[src/debug_unit_pkg.sv]
// Operation
// RULE1: apart from trigger, flags set only while armed; disarmed events ignored
// RULE2: trigger flag bit 6 set on trigger while armed or while arming
// RULE3: flags cleared only by arming; contents kept after the session ends
// RULE4: each flag sets independently; a set flag never blocks another
// RULE5: external event flag bit 4 set by external event in a session
// RULE6: match flags bits 3..0, one per channel, set on channel match
// RULE7: state field bits 2..0 shows sequencer state, updated each transition
// RULE8: software disarm keeps last state in the state field
// RULE9: internal session end returns to disarmed and clears field to 000
// RULE10: arming enters State1 and forces field to 001
// RULE11: encodings 000 disarmed, 001..011 states 1..3, 100 final; rest reserved
// RULE12: comparator A control writable only while not armed
// RULE13: bit 6 inverts data match; ignored when instruction select set
// RULE14: bit 5 selects program counter compare, else data access address
// RULE15: bit 3 picks read (1) or write (0); ignored if unqualified or instruction
// RULE16: bit 2 enables direction qualification; ignored when instruction select set
// RULE17: qualified match needs bus direction equal to selected direction
// RULE18: bit 0 enables comparator A; when clear no matches
// RULE19: flag and status registers readable anytime; writes ignored
package debug_unit_pkg;

    // register indices; byte address is four times the index
    localparam logic [9:0] IDX_EVENT_FLAGS = 10'h10A;
    localparam logic [9:0] IDX_SEQ_STATUS = 10'h10B;
    localparam logic [9:0] IDX_CMP_A_CTL = 10'h110;
    localparam logic [9:0] IDX_SESSION_CTL = 10'h100;
    localparam logic [9:0] IDX_IRQ_STATUS = 10'h101;
    localparam logic [9:0] IDX_IRQ_CLEAR = 10'h102;
    localparam logic [9:0] IDX_IRQ_ENABLE = 10'h103;

    // event flag fields
    localparam int TRIGGER_FLAG_BIT = 6;
    localparam int EXTERNAL_EVENT_FLAG_BIT = 4;

    // comparator A control fields
    localparam int INVERTED_DATA_MATCH_BIT = 6;
    localparam int INSTRUCTION_SELECT_BIT = 5;
    localparam int DIRECTION_VALUE_BIT = 3;
    localparam int DIRECTION_QUALIFY_ENABLE_BIT = 2;
    localparam int COMPARATOR_ENABLE_BIT = 0;
    localparam logic [7:0] CMP_A_CTL_WMASK = 8'h6D;

    // session control and interrupt fields
    localparam int ARM_BIT = 0;
    localparam int IRQ_TRIGGER_BIT = 0;
    localparam int IRQ_SESSION_END_BIT = 1;
    localparam int IRQ_MATCH_A_BIT = 2;

    // reset values
    localparam logic [7:0] EVENT_FLAGS_RESET = 8'h00;
    localparam logic [7:0] CMP_A_CTL_RESET = 8'h00;
    localparam logic [2:0] IRQ_RESET = 3'h0;

    // sequencer state field encodings
    localparam logic [2:0] SEQ_DISARMED = 3'h0;
    localparam logic [2:0] SEQ_STATE1 = 3'h1;
    localparam logic [2:0] SEQ_STATE2 = 3'h2;
    localparam logic [2:0] SEQ_STATE3 = 3'h3;
    localparam logic [2:0] SEQ_FINAL = 3'h4;

    typedef enum logic [1:0] {BUS_IDLE, BUS_READ_WAIT, BUS_WRITE} bus_phase_e;

    // observed core bus, same clock domain
    typedef struct packed {
        logic data_valid;
        logic data_read;
        logic [23:0] data_addr;
        logic [31:0] data_value;
        logic pc_valid;
        logic [23:0] pc_addr;
    } cpu_obs_s;

    // comparator A reference values from the comparator register block
    typedef struct packed {
        logic [23:0] addr;
        logic [31:0] data;
        logic [31:0] mask;
    } cmp_ref_s;

endpackage

[src/debug_unit.sv]
// Implementation choice: the AHB-Lite slave port.
`timescale 1ns/1ns
`default_nettype none
module debug_unit
(
    input wire logic clk,
    input wire logic rst,
    input wire logic ce,
    input wire logic hsel,
    input wire logic [31:0] haddr,
    input wire logic [1:0] htrans,
    input wire logic hwrite,
    input wire logic [2:0] hsize,
    input wire logic [31:0] hwdata,
    input wire logic hready,
    output logic hreadyout,
    output logic hresp,
    output logic [31:0] hrdata,
    input wire debug_unit_pkg::cpu_obs_s cpu_obs,
    input wire debug_unit_pkg::cmp_ref_s cmp_a_ref,
    input wire logic [2:0] channel_match,
    input wire logic trigger_event,
    input wire logic external_event_pin,
    input wire logic session_end_event,
    input wire logic seq_step_valid,
    input wire logic [2:0] seq_step_state,
    output logic comparator_a_match,
    output logic armed,
    output logic irq
);

    // register state
    logic [7:0] debug_event_flags;
    logic [2:0] sequencer_state_field;
    logic [7:0] comparator_a_control;
    logic [2:0] irq_status;
    logic [2:0] irq_enable;

    // bus state
    debug_unit_pkg::bus_phase_e bus_phase;
    logic [9:0] bus_index;

    // external event synchroniser
    logic ext_meta;
    logic ext_sync;

    // derived terms
    logic wr_fire;
    logic [7:0] wr_byte;
    logic arm_write;
    logic disarm_write;
    logic arming;
    logic session_end;
    logic next_match_a;
    logic [7:0] flag_set;
    logic [2:0] irq_event;

    function automatic logic is_reg(input logic [9:0] idx, input logic [9:0] which);
        is_reg = (idx == which);
    endfunction

    function automatic logic legal_state(input logic [2:0] code);
        legal_state = (code == debug_unit_pkg::SEQ_STATE1)
            || (code == debug_unit_pkg::SEQ_STATE2)
            || (code == debug_unit_pkg::SEQ_STATE3)
            || (code == debug_unit_pkg::SEQ_FINAL);
    endfunction

    // external event pin synchroniser
    always_ff @(posedge clk)
    begin
        if (rst)
        begin
            ext_meta <= 1'b0;
            ext_sync <= 1'b0;
        end
        else if (ce)
        begin
            ext_meta <= external_event_pin;
            ext_sync <= ext_meta;
        end
    end

    // bus phase tracking; reads insert one wait state
    always_ff @(posedge clk)
    begin
        if (rst)
        begin
            bus_phase <= debug_unit_pkg::BUS_IDLE;
            bus_index <= 10'h000;
            hreadyout <= 1'b1;
        end
        else if (ce)
        begin
            unique case (bus_phase)
                debug_unit_pkg::BUS_READ_WAIT:
                begin
                    bus_phase <= debug_unit_pkg::BUS_IDLE;
                    hreadyout <= 1'b1;
                end
                debug_unit_pkg::BUS_IDLE, debug_unit_pkg::BUS_WRITE:
                begin
                    if (hsel && htrans[1] && hready)
                    begin
                        bus_index <= haddr[11:2];
                        if (hwrite)
                        begin
                            bus_phase <= debug_unit_pkg::BUS_WRITE;
                        end
                        else
                        begin
                            bus_phase <= debug_unit_pkg::BUS_READ_WAIT;
                            hreadyout <= 1'b0;
                        end
                    end
                    else
                    begin
                        bus_phase <= debug_unit_pkg::BUS_IDLE;
                    end
                end
            endcase
        end
    end

    // response is always okay
    always_ff @(posedge clk)
    begin
        if (rst)
        begin
            hresp <= 1'b0;
        end
        else if (ce)
        begin
            hresp <= 1'b0;
        end
    end

    // read data; flag and status registers readable anytime [RULE19]
    always_ff @(posedge clk)
    begin
        if (rst)
        begin
            hrdata <= 32'h0000_0000;
        end
        else if (ce)
        begin
            if (bus_phase == debug_unit_pkg::BUS_READ_WAIT)
            begin
                hrdata <= 32'h0000_0000;
                if (is_reg(bus_index, debug_unit_pkg::IDX_EVENT_FLAGS))
                begin
                    hrdata[7:0] <= debug_event_flags; // [RULE19]
                end
                if (is_reg(bus_index, debug_unit_pkg::IDX_SEQ_STATUS))
                begin
                    hrdata[2:0] <= sequencer_state_field; // [RULE19]
                end
                if (is_reg(bus_index, debug_unit_pkg::IDX_CMP_A_CTL))
                begin
                    hrdata[7:0] <= comparator_a_control;
                end
                if (is_reg(bus_index, debug_unit_pkg::IDX_SESSION_CTL))
                begin
                    hrdata[debug_unit_pkg::ARM_BIT] <= armed;
                end
                if (is_reg(bus_index, debug_unit_pkg::IDX_IRQ_STATUS))
                begin
                    hrdata[2:0] <= irq_status;
                end
                if (is_reg(bus_index, debug_unit_pkg::IDX_IRQ_ENABLE))
                begin
                    hrdata[2:0] <= irq_enable;
                end
            end
        end
    end

    // write decode; writes to flag and status indices have no target [RULE19]
    assign wr_fire = ce && (bus_phase == debug_unit_pkg::BUS_WRITE);
    assign wr_byte = hwdata[7:0];
    assign arm_write = wr_fire && is_reg(bus_index, debug_unit_pkg::IDX_SESSION_CTL)
        && wr_byte[debug_unit_pkg::ARM_BIT];
    assign disarm_write = wr_fire && is_reg(bus_index, debug_unit_pkg::IDX_SESSION_CTL)
        && !wr_byte[debug_unit_pkg::ARM_BIT];
    assign arming = arm_write && !armed;
    assign session_end = armed && session_end_event && !disarm_write;

    // arm bit: set by software, cleared by software or internal end
    always_ff @(posedge clk)
    begin
        if (rst)
        begin
            armed <= 1'b0;
        end
        else if (ce)
        begin
            if (arming)
            begin
                armed <= 1'b1;
            end
            else if (disarm_write || session_end)
            begin
                armed <= 1'b0;
            end
        end
    end

    // comparator A control, locked while armed [RULE12]
    always_ff @(posedge clk)
    begin
        if (rst)
        begin
            comparator_a_control <= debug_unit_pkg::CMP_A_CTL_RESET;
        end
        else if (ce)
        begin
            if (wr_fire && !armed && is_reg(bus_index, debug_unit_pkg::IDX_CMP_A_CTL))
            begin
                comparator_a_control <= wr_byte & debug_unit_pkg::CMP_A_CTL_WMASK; // [RULE12]
            end
        end
    end

    // comparator A match logic
    always_comb
    begin
        logic data_hit;
        logic dir_ok;
        data_hit = 1'b0;
        dir_ok = 1'b1;
        next_match_a = 1'b0;
        if (comparator_a_control[debug_unit_pkg::INSTRUCTION_SELECT_BIT])
        begin
            // program counter compare; data and direction bits ignored [RULE14]
            next_match_a = cpu_obs.pc_valid && (cpu_obs.pc_addr == cmp_a_ref.addr);
        end
        else
        begin
            data_hit = ((cpu_obs.data_value ^ cmp_a_ref.data) & cmp_a_ref.mask) == 32'h0000_0000;
            if (comparator_a_control[debug_unit_pkg::INVERTED_DATA_MATCH_BIT])
            begin
                data_hit = !data_hit; // [RULE13]
            end
            if (comparator_a_control[debug_unit_pkg::DIRECTION_QUALIFY_ENABLE_BIT]) // [RULE16]
            begin
                dir_ok = (cpu_obs.data_read
                    == comparator_a_control[debug_unit_pkg::DIRECTION_VALUE_BIT]); // [RULE15] [RULE17]
            end
            next_match_a = cpu_obs.data_valid && (cpu_obs.data_addr == cmp_a_ref.addr)
                && data_hit && dir_ok; // [RULE14]
        end
        if (!comparator_a_control[debug_unit_pkg::COMPARATOR_ENABLE_BIT])
        begin
            next_match_a = 1'b0; // [RULE18]
        end
    end

    always_ff @(posedge clk)
    begin
        if (rst)
        begin
            comparator_a_match <= 1'b0;
        end
        else if (ce)
        begin
            comparator_a_match <= next_match_a; // [RULE18]
        end
    end

    // per-flag set terms, each independent of the others [RULE4]
    always_comb
    begin
        flag_set = 8'h00;
        flag_set[3:0] = {channel_match, next_match_a} & {4{armed}}; // [RULE6] [RULE1]
        flag_set[debug_unit_pkg::EXTERNAL_EVENT_FLAG_BIT] = armed && ext_sync; // [RULE5] [RULE1]
        flag_set[debug_unit_pkg::TRIGGER_FLAG_BIT] = trigger_event && (armed || arming); // [RULE2]
    end

    // event flags: cleared only by arming, otherwise sticky [RULE3]
    always_ff @(posedge clk)
    begin
        if (rst)
        begin
            debug_event_flags <= debug_unit_pkg::EVENT_FLAGS_RESET;
        end
        else if (ce)
        begin
            if (arming)
            begin
                debug_event_flags <= flag_set & (8'h01 << debug_unit_pkg::TRIGGER_FLAG_BIT); // [RULE3] [RULE2]
            end
            else
            begin
                debug_event_flags <= debug_event_flags | flag_set; // [RULE4] [RULE1]
            end
        end
    end

    // sequencer state field
    always_ff @(posedge clk)
    begin
        if (rst)
        begin
            sequencer_state_field <= debug_unit_pkg::SEQ_DISARMED;
        end
        else if (ce)
        begin
            if (arming)
            begin
                sequencer_state_field <= debug_unit_pkg::SEQ_STATE1; // [RULE10]
            end
            else if (disarm_write)
            begin
                sequencer_state_field <= sequencer_state_field; // [RULE8]
            end
            else if (session_end)
            begin
                sequencer_state_field <= debug_unit_pkg::SEQ_DISARMED; // [RULE9]
            end
            else if (armed && seq_step_valid && legal_state(seq_step_state)) // [RULE11]
            begin
                sequencer_state_field <= seq_step_state; // [RULE7]
            end
        end
    end

    // interrupt sources
    assign irq_event = {next_match_a && armed, session_end, flag_set[debug_unit_pkg::TRIGGER_FLAG_BIT]};

    // sticky status; set wins over a same-cycle clear
    always_ff @(posedge clk)
    begin
        if (rst)
        begin
            irq_status <= debug_unit_pkg::IRQ_RESET;
        end
        else if (ce)
        begin
            if (wr_fire && is_reg(bus_index, debug_unit_pkg::IDX_IRQ_CLEAR))
            begin
                irq_status <= (irq_status & ~wr_byte[2:0]) | irq_event;
            end
            else
            begin
                irq_status <= irq_status | irq_event;
            end
        end
    end

    always_ff @(posedge clk)
    begin
        if (rst)
        begin
            irq_enable <= debug_unit_pkg::IRQ_RESET;
        end
        else if (ce)
        begin
            if (wr_fire && is_reg(bus_index, debug_unit_pkg::IDX_IRQ_ENABLE))
            begin
                irq_enable <= wr_byte[2:0];
            end
        end
    end

    // registered interrupt level
    always_ff @(posedge clk)
    begin
        if (rst)
        begin
            irq <= 1'b0;
        end
        else if (ce)
        begin
            irq <= |(irq_status & irq_enable);
        end
    end

endmodule
`default_nettype wire

[config.mk]
export PLATFORM = sky130hd
export DESIGN_NAME = debug_unit
export DESIGN_NICKNAME = d
export VERILOG_FILES = /design/src/debug_unit_pkg.sv /design/src/debug_unit.sv
export SDC_FILE = /design/constraint.sdc
export NUM_CORES = 1
export LEC_CHECK = 0
export BUFFER_PORTS_ARGS = -buffer_cell sky130_fd_sc_hd__buf_2
export CAP_MARGIN = 20
export CORE_AREA = 4 4 112 114
export DETAILED_ROUTE_END_ITERATION = 6
export DIE_AREA = 0 0 116 118
export MAX_ROUTING_LAYER = met4
export PLACE_DENSITY_LB_ADDON = 0.08
export RECOVER_POWER = 50
export SKIP_CTS_REPAIR_TIMING = 1
export SLEW_MARGIN = 10
export SYNTH_ARGS = -nofsm -noshare
export SYNTH_HDL_FRONTEND = slang
export SYNTH_SLANG_ARGS = --single-unit
[constraint.sdc]
create_clock -name clk -period 5.66 [get_ports clk]
set_input_delay 0.566 -clock clk [delete_from_list [all_inputs] [get_ports clk]]
set_output_delay 0.566 -clock clk [all_outputs]
set_load 0.01 [all_outputs]
# --- Word level (Yosys, flattened, before mapping) ---
# Index checks and enable logic that the tools add are counted.
classes:
  n_eq_ne: 19
  mux: 26
  bitwise: 9
  reduce_logical: 44
op_table:
  columns: ["op", "n"]
  rows:
  - ["equality test 10 x 9 -> 1 bit, second input constant", 7]
  - ["equality test 24 bit", 2]
  - ["bitwise AND 32 bit", 1]
  - ["logical NOT 32 bit", 1]
  - ["XOR 32 bit", 1]
  - ["2-to-1 mux 3 bit", 8]
  - ["2-to-1 mux 8 bit", 3]
  - ["logical AND 1 bit", 22]
  - ["2-to-1 mux 1 bit", 11]
  - ["AND reduction 3 bit", 3]
  - ["OR 8 x 7 -> 8 bit", 1]
  - ["AND reduction 2 bit", 4]
  - ["bitwise AND 3 bit", 2]
  - ["equality test 3 x 2 -> 1 bit, second input constant", 2]
  - ["OR 3 bit", 2]
  - ["logical OR 1 bit", 5]
  - ["bitwise AND 4 bit", 1]
  - ["logical NOT 1 bit", 4]
  - ["2-to-1 mux 2 bit", 2]
  - ["!= test 2 bit, second input constant", 2]
  - ["one-hot mux 2 bit (2 select lines)", 1]
  - ["equality test 3 x 1 -> 1 bit, second input constant", 1]
  - ["equality test 3 bit, second input constant", 1]
  - ["NOT 3 bit", 1]
  - ["other kinds (10)", 10]
totals:
  regBits: 48
  in_bits: 256
  output_inout_bits: 37
  word_cells: 112

# --- Depth between registers and ports, before layout ---
# Gate-level depths: netlist of run 1.
logic_depth:
  depth_word: 13
  ltp_mapped: 7
  depth_no_buf: 6

# --- Worst setup path before layout of run 1 ---
# Ideal clock, no wire load.
synth_path:
  path_kind: "reg2reg"
  start: "reg bus_index[9]"
  end: "reg irq_status[2]"
  setup_ns: 0.124
  arrival_time_ns: 1.929
  required_ns: 5.536
  slack_ns: 3.607
  stages_incl_launch_ff: 7
  path_buffers: 0
  synth_period_minus_slack_ns: 2.053
  path_cell_list: "dfxtp_1 > or4_4 > or4_4 > nor4_2 > nand2_1 > a31oi_1 > nand3_1"
synth_via:
  elab_chain_cells: 3
synth_rtl:
  columns: ["element", "line_no", "rtl"]
  rows:
  - ["from (decl)", "debug_unit.sv:41", "logic [9:0] bus_index;"]
  - ["from (signal assigned)", "debug_unit.sv:105", "bus_index <= haddr[11:2];"]
  - ["equality test 10 x 9 -> 1 bit", "debug_unit.sv:59", "is_reg = (idx == which);"]
  - ["logical AND 1 bit", "debug_unit.sv:339", "if (wr_fire && is_reg(bus_index, debug_unit_pkg::IDX_IRQ_CLEAR))"]
  - ["2-to-1 mux 3 bit", "debug_unit.sv:339", null]
  - ["to (signal assigned)", "debug_unit.sv:335", "irq_status <= debug_unit_pkg::IRQ_RESET;"]
  - ["to (signal assigned)", "debug_unit.sv:341", "irq_status <= (irq_status & ~wr_byte[2:0]) | irq_event;"]
  - ["to (signal assigned)", "debug_unit.sv:345", "irq_status <= irq_status | irq_event;"]
  - ["to (decl)", "debug_unit.sv:36", "logic [2:0] irq_status;"]
# Every way passes these cells.
# A chain may end at the register's enable or synchronous reset.

==> run metrics, run 1 <==
wirelength, routed 11400 um; # nets final 852; PwrDens 184 mW/mm^2; Synth Register Bits 46; Core Footprint 0.0114 mm^2; Commonest cells post-synth xor2_1 (68), nor2_1 (48), dfxtp_1 (46), buf_4 (25), mux2i_1 (25); initial antenna violation count 0; H-tree depth 2; worst path cell trace clkbuf_1 -> inv_1 -> nand3_1 -> nor3_1 -> a31oi_1 -> nand3_1; min-delay src hrdata[4]; Final Wtd Congestion 0.839; sequential area share after synthesis 0.284; FP Rows 39; violated checks max-capacitance violations, max-slew violations; worst skew pair latency 280 ps; Final Slew Violations 39; Max Cap Viol 1; first-pass GRT wire length 17900 um; fin area 0.00451 mm^2; Mapped Cells 385; P_leak 2.09 nW; placed cell count 731; combinational share of power 0.208; reg2reg setup slack 3200 ps; Hold Vio Cnt, Final 0; PnR Total Power 0.829 mW; total negative setup slack 0 ps; Clk network pwr share 0.394; beginning of the critical path rst; vias in the first global route 3627; mux cell area share after synthesis 0.0877; Port Buffers 215; CP Launch Type input pin; Vias per Instance 4.62; fmax 351 MHz; CTS Buffer Depth 2; initial core utilization 0.283; crit-path most repeated cell nand3_1; CP peak stage delay 1230 ps; Post-Syn Area 0.00324 mm^2; crit path DAT 3010 ps; most frequent cell after synthesis xor2_1; die extent in x 116 um; Worst-Margin Slew 1760 ps; CP required 5820 ps; DP HPWL 9880 um; Most used DFF post-synth dfxtp_1; layout cells sized above 1 0.374; Mean Syn Cell Area 8.41 um^2; min Tclk post-route 2850 ps; CTS buffer count 5; fin crit share 0.504; largest net degree at the start of global routing 39; via count 3421; Netlist cell types 45; fillers 1193; CP endpoint kind flop; Post-Synth Adder-Cell Area 0; ys async rst share 0; Root Buffer clkbuf_16; post-route ant nets 0; GRT Residual Overflow 0; Internal 0.626 mW; CTS tree built; DRC viols 0; Sw Pwr 0.203 mW; I/O pins 293; sequential power share 0.398; simple-gate share of the synthesized area 0.211; clk_skew 3.59 ps; Avg WL per Cell 15.4 um; Global Route Usage Sum 0.167; RSZ-0062 raised after global routing no; die area 0.0137 mm^2; Ys Warns 0; VDD IR max 0.116 mV; EDFF count, synth 0; XOR/XNOR share of the synthesized area 0.216; DR pass1 iterations 4; Die Ht 118 um; Setup Crit Path Kind input pin to flop; largest family of logic cells by synthesized area XOR/XNOR gates; CTS sink cnt 46; HP Class flop to flop; CP max stage cell clkbuf_1; Finished Layout Cells 740; clock slew at reported path FFs 60 ps; largest area contributor in the netlist dfxtp_1; area delta synth->final 39.4%; 1st-iter DRT viols 149; Switching Fraction 0.245; Synth top area share 0.284; Reg-to-Reg Start bus_index[0]; outcome complete, but fails checks; Synth Area in Compound Gates 0.121; Worst slew margin -0.173; placed inst area 0.00435 mm^2; top cells by area in the synthesized netlist dfxtp_1 (28%), xor2_1 (18%), mux2i_1 (7.7%), buf_4 (5.8%), nor2_1 (5.6%); Ant. Diodes 0; # setup viols final 0; critical-path maximum fanout 38
[power groups by stage]
stage                     clock network, mW  logic, mW  registers (mW)
after CTS                             0.338      0.175           0.330
after floorplan                           0     0.0899           0.336
after detailed placement                  0      0.174           0.337
final                                 0.326      0.173           0.330
after global placement                    0      0.171           0.337
after global routing                  0.354      0.194           0.330
[cell usage in the layout, fill, tap and decap left out, types with 2 or more instances in the layout]
cell,n
a31oi_1,3
mux2_2,3
a221oi_1,2
a2bb2oi_1,2
nor4_1,10
nor2_1,48
nand4_1,10
a211oi_1,3
dfxtp_1,46
o211ai_1,4
xor2_1,68
nand2_1,17
nor2b_1,4
a21oi_1,14
clkbuf_16,5
xnor2_1,12
nand3b_1,2
or4_4,2
inv_1,6
or2_2,2
o21ai_0,7
conb_1,25
and3_1,4
buf_2,202
nor3_1,5
nand3_1,13
a22oi_1,16
nand2b_1,3
clkbuf_1,14
nand4b_1,3
mux2i_1,25
[cells by family (layout without fill, tap and decap cells)]
kind of cell | Yosys count | in the layout
muxes | 28 | 28
buffers and inverters | 42 | 230
and+or+nand+nor | 131 | 131
DFF | 46 | 46
xor gates and xnor gates | 80 | 80
other | 1 | 25
AOI/OAI and AO/OA | 57 | 57
[metal layers]
metal / vias to the layer above / global-route usage / part of all wire
met4: 0 / 0.0348 / 0.013
met5: - / - / 0
li1: 1732 / - / -
met2: 124 / 0.283 / 0.51
met3: 12 / 0.0308 / 0.060
met1: 1553 / 0.205 / 0.42
[worst max-delay path: cells and delay by family]
kind	cells	cell delay, ps
buf+inv	2	1760
simple gates	3	510
compound gates	1	160
[stage by stage]
step | utilization | hold WS [ps] | setup slack (ps)
after detailed placement | 0.381 | 443 | 3070
after CTS | 0.396 | 450 | 3270
after floorplan | - | 436 | 3610
after global routing | 0.395 | 477 | 2490
final | 0.395 | 450 | 2810
after global placement | 0.381 | 440 | 3140
[area by class of cell]
class	count	area, um^2	area share
Inverter	6	22.5	0.00499
Sequential cell	46	921	0.204
Clock buffer	6	129	0.0286
Multi-Input combinational cell	321	2150	0.478
Clock inverter	2	37.5	0.00832
Timing Repair Buffer	216	1070	0.237
Tap cell	143	179	0.0397
[path summary, 6_finish.rpt]
path	end	cells after the start
worst min-delay path	hrdata[4]	2
worst max-delay path	irq_status[2]	6
worst max register to register	comparator_a_control[5]	5
worst min register to register	hrdata[4]	2
[registers in the layout (all words and copies together), names as in the netlist]
name and cells:
debug_event_flags 6, ext_meta 1, comparator_a_control 5, hrdata 8, sequencer_state_field 3, irq 1
bus_phase 2, irq_status 3, ext_sync 1, bus_index 10, irq_enable 3, comparator_a_match 1
hreadyout 1, armed 1
No activity file was read; power rests on OpenSTA's default activity.
==> run 2, diff against run 1 <==
==> constraint.sdc (replaced) <==
create_clock -name clk -period 2.7 [get_ports clk]
set_input_delay 0.27 -clock clk [delete_from_list [all_inputs] [get_ports clk]]
set_output_delay 0.27 -clock clk [all_outputs]
set_load 0.01 [all_outputs]
==> run metrics, run 2 (synthesis gave the netlist of run 1 again) <==
outcome complete, but fails checks; violated checks max-capacitance violations, max-slew violations; post-route ant nets 0; die extent in x 116 um; hold depth 3; wirelength, routed 11400 um; 1st-iter DRT viols 121; fin area 0.00452 mm^2; worst r2r path cells 6; # nets final 859; Worst Path Buf+Inv 0; FP Rows 39; Port Buffers 215; CTS Buffer Depth 2; layout cells sized above 1 0.376; crit path DAT 2380 ps; commonest non-fill, non-tap cell in the layout buf_2; first-pass GRT wire length 17500 um; worst skew pair latency 280 ps; Global Route Usage Sum 0.164; area delta synth->final 39.6%; Root Buffer clkbuf_16; I/O pins 293; GRT Residual Overflow 0; CP required 2800 ps; CP max stage cell or4_4; DP HPWL 9920 um; PwrDens 360 mW/mm^2; CP endpoint kind flop; CTS tree built; DR pass1 iterations 4; die area 0.0137 mm^2; DRC viols 0; Ant. Diodes 0; Hold Vio Cnt, Final 0; Worst-Margin Slew 1640 ps; CTS sink cnt 46; clk_skew 3.41 ps; CP Launch Type flop; Avg WL per Cell 15.3 um; via count 3409; fillers 1222; crit-path most repeated cell or4_4; fmax 440 MHz; vias in the first global route 3499; initial core utilization 0.283; Worst slew margin -0.0924; Final Slew Violations 38; min Tclk post-route 2270 ps; Top delay family on crit path simple AND/OR/NAND/NOR gates; total negative setup slack 0 ps; Reg with most FFs bus_index; Setup Crit Path Kind flop to flop; fin crit share 0.842; critical path depth 6; P_leak 2.11 nW; most frequent cells in the layout buf_2 (204), xor2_1 (68), nor2_1 (48), dfxtp_1 (46); Final Wtd Congestion 0.849; worst path cell trace or4_4 -> or4_4 -> nor4_2 -> nand2_1 -> a21oi_1 -> nor2_1; VDD IR max 0.209 mV; critical-path maximum fanout 5; # setup viols final 0; biggest regs bus_index (10), hrdata (8), debug_event_flags (6); max reg flops 10; placed inst area 0.00441 mm^2; final hold slack 226 ps; Vias per Instance 4.57; RSZ-0062 raised after global routing no; Max Cap Viol 1; Die Ht 118 um; largest net degree at the start of global routing 38; initial antenna violation count 0; clock slew at reported path FFs 60 ps; H-tree depth 2; CTS buffer count 5; Core Footprint 0.0114 mm^2; HP Class input pin to flop; CP peak stage delay 580 ps
[run 2: cell count changes in the layout (fill, tap and decap cells not counted)]
cell,change
buf_4,+3
buf_2,+2
clkinv_2,+2
bufinv_16,-1
clkbuf_1,+1
clkinvlp_4,-1
or2_0,+1
or2_2,-1
[run 2: tightest hold or removal path: cells and delay by family]
kind / cells / cell delay [ps]
simple gates: 1 / 70
buf+inv: 1 / 80
mux: 1 / 50
[run 2: worst paths after layout]
check	start	end	slack [ps]
worst max-delay path	bus_index[9]	irq_status[1]	430
worst min-delay path	haddr[11]	bus_index[9]	230
worst max register to register	bus_index[9]	irq_status[1]	430
worst min register to register	hrdata[5]	hrdata[5]	450
[run 2: layout make-up]
| type | instances | area, um^2 | share of cell area |
|---|---|---|---|
| clock buffer | 5 | 125 | 0.0277 |
| tap | 143 | 179 | 0.0396 |
| timing repair buffer | 223 | 1110 | 0.245 |
| sequential | 46 | 921 | 0.204 |
| multi-input combinational | 321 | 2150 | 0.477 |
| clock inverter | 2 | 10.0 | 0.00221 |
| inverter | 6 | 22.5 | 0.00498 |
[run 2: through the flow]
step,power (mW),cells,utilization,setup slack [ps]
floorplan,0.893,409,-,647
global placement,1.07,739,0.386,479
detailed placement,1.07,739,0.386,468
CTS,1.65,746,0.398,448
global route,1.72,746,0.396,236
finish,1.63,746,0.396,425
[run 2: per-layer routing]
metal / part of all wire / wire length, um / track usage / up-vias
li1: - / - / - / 1747
met1: 0.44 / 4960 / 0.203 / 1541
met2: 0.50 / 5640 / 0.280 / 113
met3: 0.061 / 697 / 0.0350 / 8
met4: 0.0079 / 90 / 0.0210 / 0
met5: 0 / 0 / - / -
[run 2: report_power, final]
group / internal [mW] / leakage [nW] / switching (mW)
registers: 0.685 / 0.371 / 0.00411
logic: 0.192 / 1.67 / 0.176
clock network: 0.334 / 0.0694 / 0.237
==> run 3, diff against run 2 <==
==> constraint.sdc (replaced) <==
create_clock -name clk -period 1.9 [get_ports clk]
set_input_delay 0.19 -clock clk [delete_from_list [all_inputs] [get_ports clk]]
set_output_delay 0.19 -clock clk [all_outputs]
set_load 0.01 [all_outputs]
==> run metrics, run 3 (synthesis gave the netlist of run 1 again) <==
CP peak stage delay 550 ps; Setup Crit Path Kind flop to flop; Worst-Margin Slew 723 ps; largest net degree at the start of global routing 38; max reg flops 10; VDD IR max 0.317 mV; Root Buffer clkbuf_16; I/O pins 293; CP Launch Type flop; DRC viols 0; HP Class input pin to flop; outcome complete, but fails checks; Core Footprint 0.0114 mm^2; PwrDens 525 mW/mm^2; Port Buffers 215; CTS Buffer Depth 2; initial core utilization 0.283; Max Cap Viol 0; DR pass1 iterations 6; Hold Vio Cnt, Final 0; most frequent cells in the layout buf_2 (204), xor2_1 (68), nor2_1 (46), dfxtp_1 (45); multi-input logic area 0.00223 mm^2; die area 0.0137 mm^2; CP required 2070 ps; worst flop-to-flop path endpoint sequencer_state_field[1]; die extent in x 116 um; CP endpoint kind flop; min-delay src channel_match[0]; Setup WS pre-CTS -244 ps; Reg-to-Reg Start bus_index[9]; Vias per Instance 4.56; layout cells sized above 1 0.417; area delta synth->final 47.5%; first-pass GRT wire length 17400 um; GRT Residual Overflow 0; vias in the first global route 3582; clock slew at reported path FFs 60 ps; # nets final 876; PnR Total Power 2.51 mW; Die Ht 118 um; RSZ-0062 raised after global routing yes; commonest non-fill, non-tap cell in the layout buf_2; H-tree depth 2; Final Slew Violations 0; fmax 468 MHz; CP max stage cell or4_4; Global Route Usage Sum 0.165; wirelength, routed 11500 um; CTS buffer count 5; P_leak 2.23 nW; Seq. cell area 922 um^2; fin worst setup slack -236 ps; fin crit share 1.12; 1st-iter DRT viols 105; hold depth 3; Worst slew margin 0.518; Avg WL per Cell 15.0 um; biggest regs bus_index (10), hrdata (8), debug_event_flags (6); min Tclk post-route 2140 ps; violated checks negative setup slack; via count 3486; FP Rows 39; worst path cell trace or4_4 -> or4_4 -> o41ai_4 -> a21oi_2 -> mux2i_1 -> nor2_1; worst skew pair latency 290 ps; fillers 1192; post-route ant nets 0; crit path DAT 2300 ps; Reg with most FFs bus_index; crit-path most repeated cell or4_4; initial antenna violation count 1; reg2reg setup slack -240 ps; worst r2r path cells 6; Top delay family on crit path simple AND/OR/NAND/NOR gates; DP HPWL 10100 um; Final Wtd Congestion 0.820; Hold EP debug_event_flags[1]; # setup viols final 18; critical-path maximum fanout 3; CTS sink cnt 46; Worst Path Buf+Inv 0; CTS tree built; clk_skew 4.11 ps
[run 3: cell count changes in the layout (fill, tap and decap cells not counted), sizes merged]
cell / change
bufinv: +1
clkinv: -2
clkinvlp: +1
diode: +1
clkbuf: -2
buf: +20
[run 3: worst max-delay path by stage]
stage                       from                  endpoint  slack (ps)  cells past startpoint
floorplan           bus_index[9]             irq_status[2]        -150                      6
global placement    bus_index[9]  sequencer_state_field[2]        -220                      6
detailed placement  bus_index[9]  sequencer_state_field[1]        -240                      6
CTS                 bus_index[9]  sequencer_state_field[1]        -270                      6
global route        bus_index[9]  sequencer_state_field[2]        -310                      6
finish              bus_index[9]  sequencer_state_field[1]        -240                      6
[run 3: final cells by class]
type,instances,share of cell area
Clock inverter,2,0.00786
Tap cell,143,0.0375
Multi-Input combinational cell,321,0.467
Sequential cell,46,0.193
Antenna cell,1,0.000524
Clock buffer,6,0.0270
Timing Repair Buffer,240,0.262
Inverter,6,0.00472
[run 3: report_power, final]
group          total (mW)  switching [mW]  internal [mW]
Sequential          0.978         0.00518          0.973
Clock               0.990           0.369          0.621
Combinational       0.539           0.254          0.285
Total                2.51           0.628           1.88
[run 3: through the flow]
stage / util / instance area, um^2 / TNS, ps / hold slack (ps) / std cells
after global placement: 0.396 / 4530 / -2080 / 428 / 754
after CTS: 0.411 / 4690 / -2730 / 133 / 762
after detailed placement: 0.396 / 4530 / -2460 / 430 / 754
after floorplan: - / 3330 / -765 / 328 / 409
after global routing: 0.418 / 4770 / -3680 / 134 / 765
final: 0.418 / 4770 / -2010 / 134 / 765
[run 3: worst min-delay path, cell delays in order]
cell and delay (ps):
buf_2 80, a21oi_1 50, nor2_1 70
[run 3: metal layers]
layer	GRT usage	vias up	wire length [um]
met5	-	-	0
met4	0.0457	0	219
met3	0.0334	16	808
met2	0.279	128	5720
met1	0.197	1562	4760
li1	-	1780	-
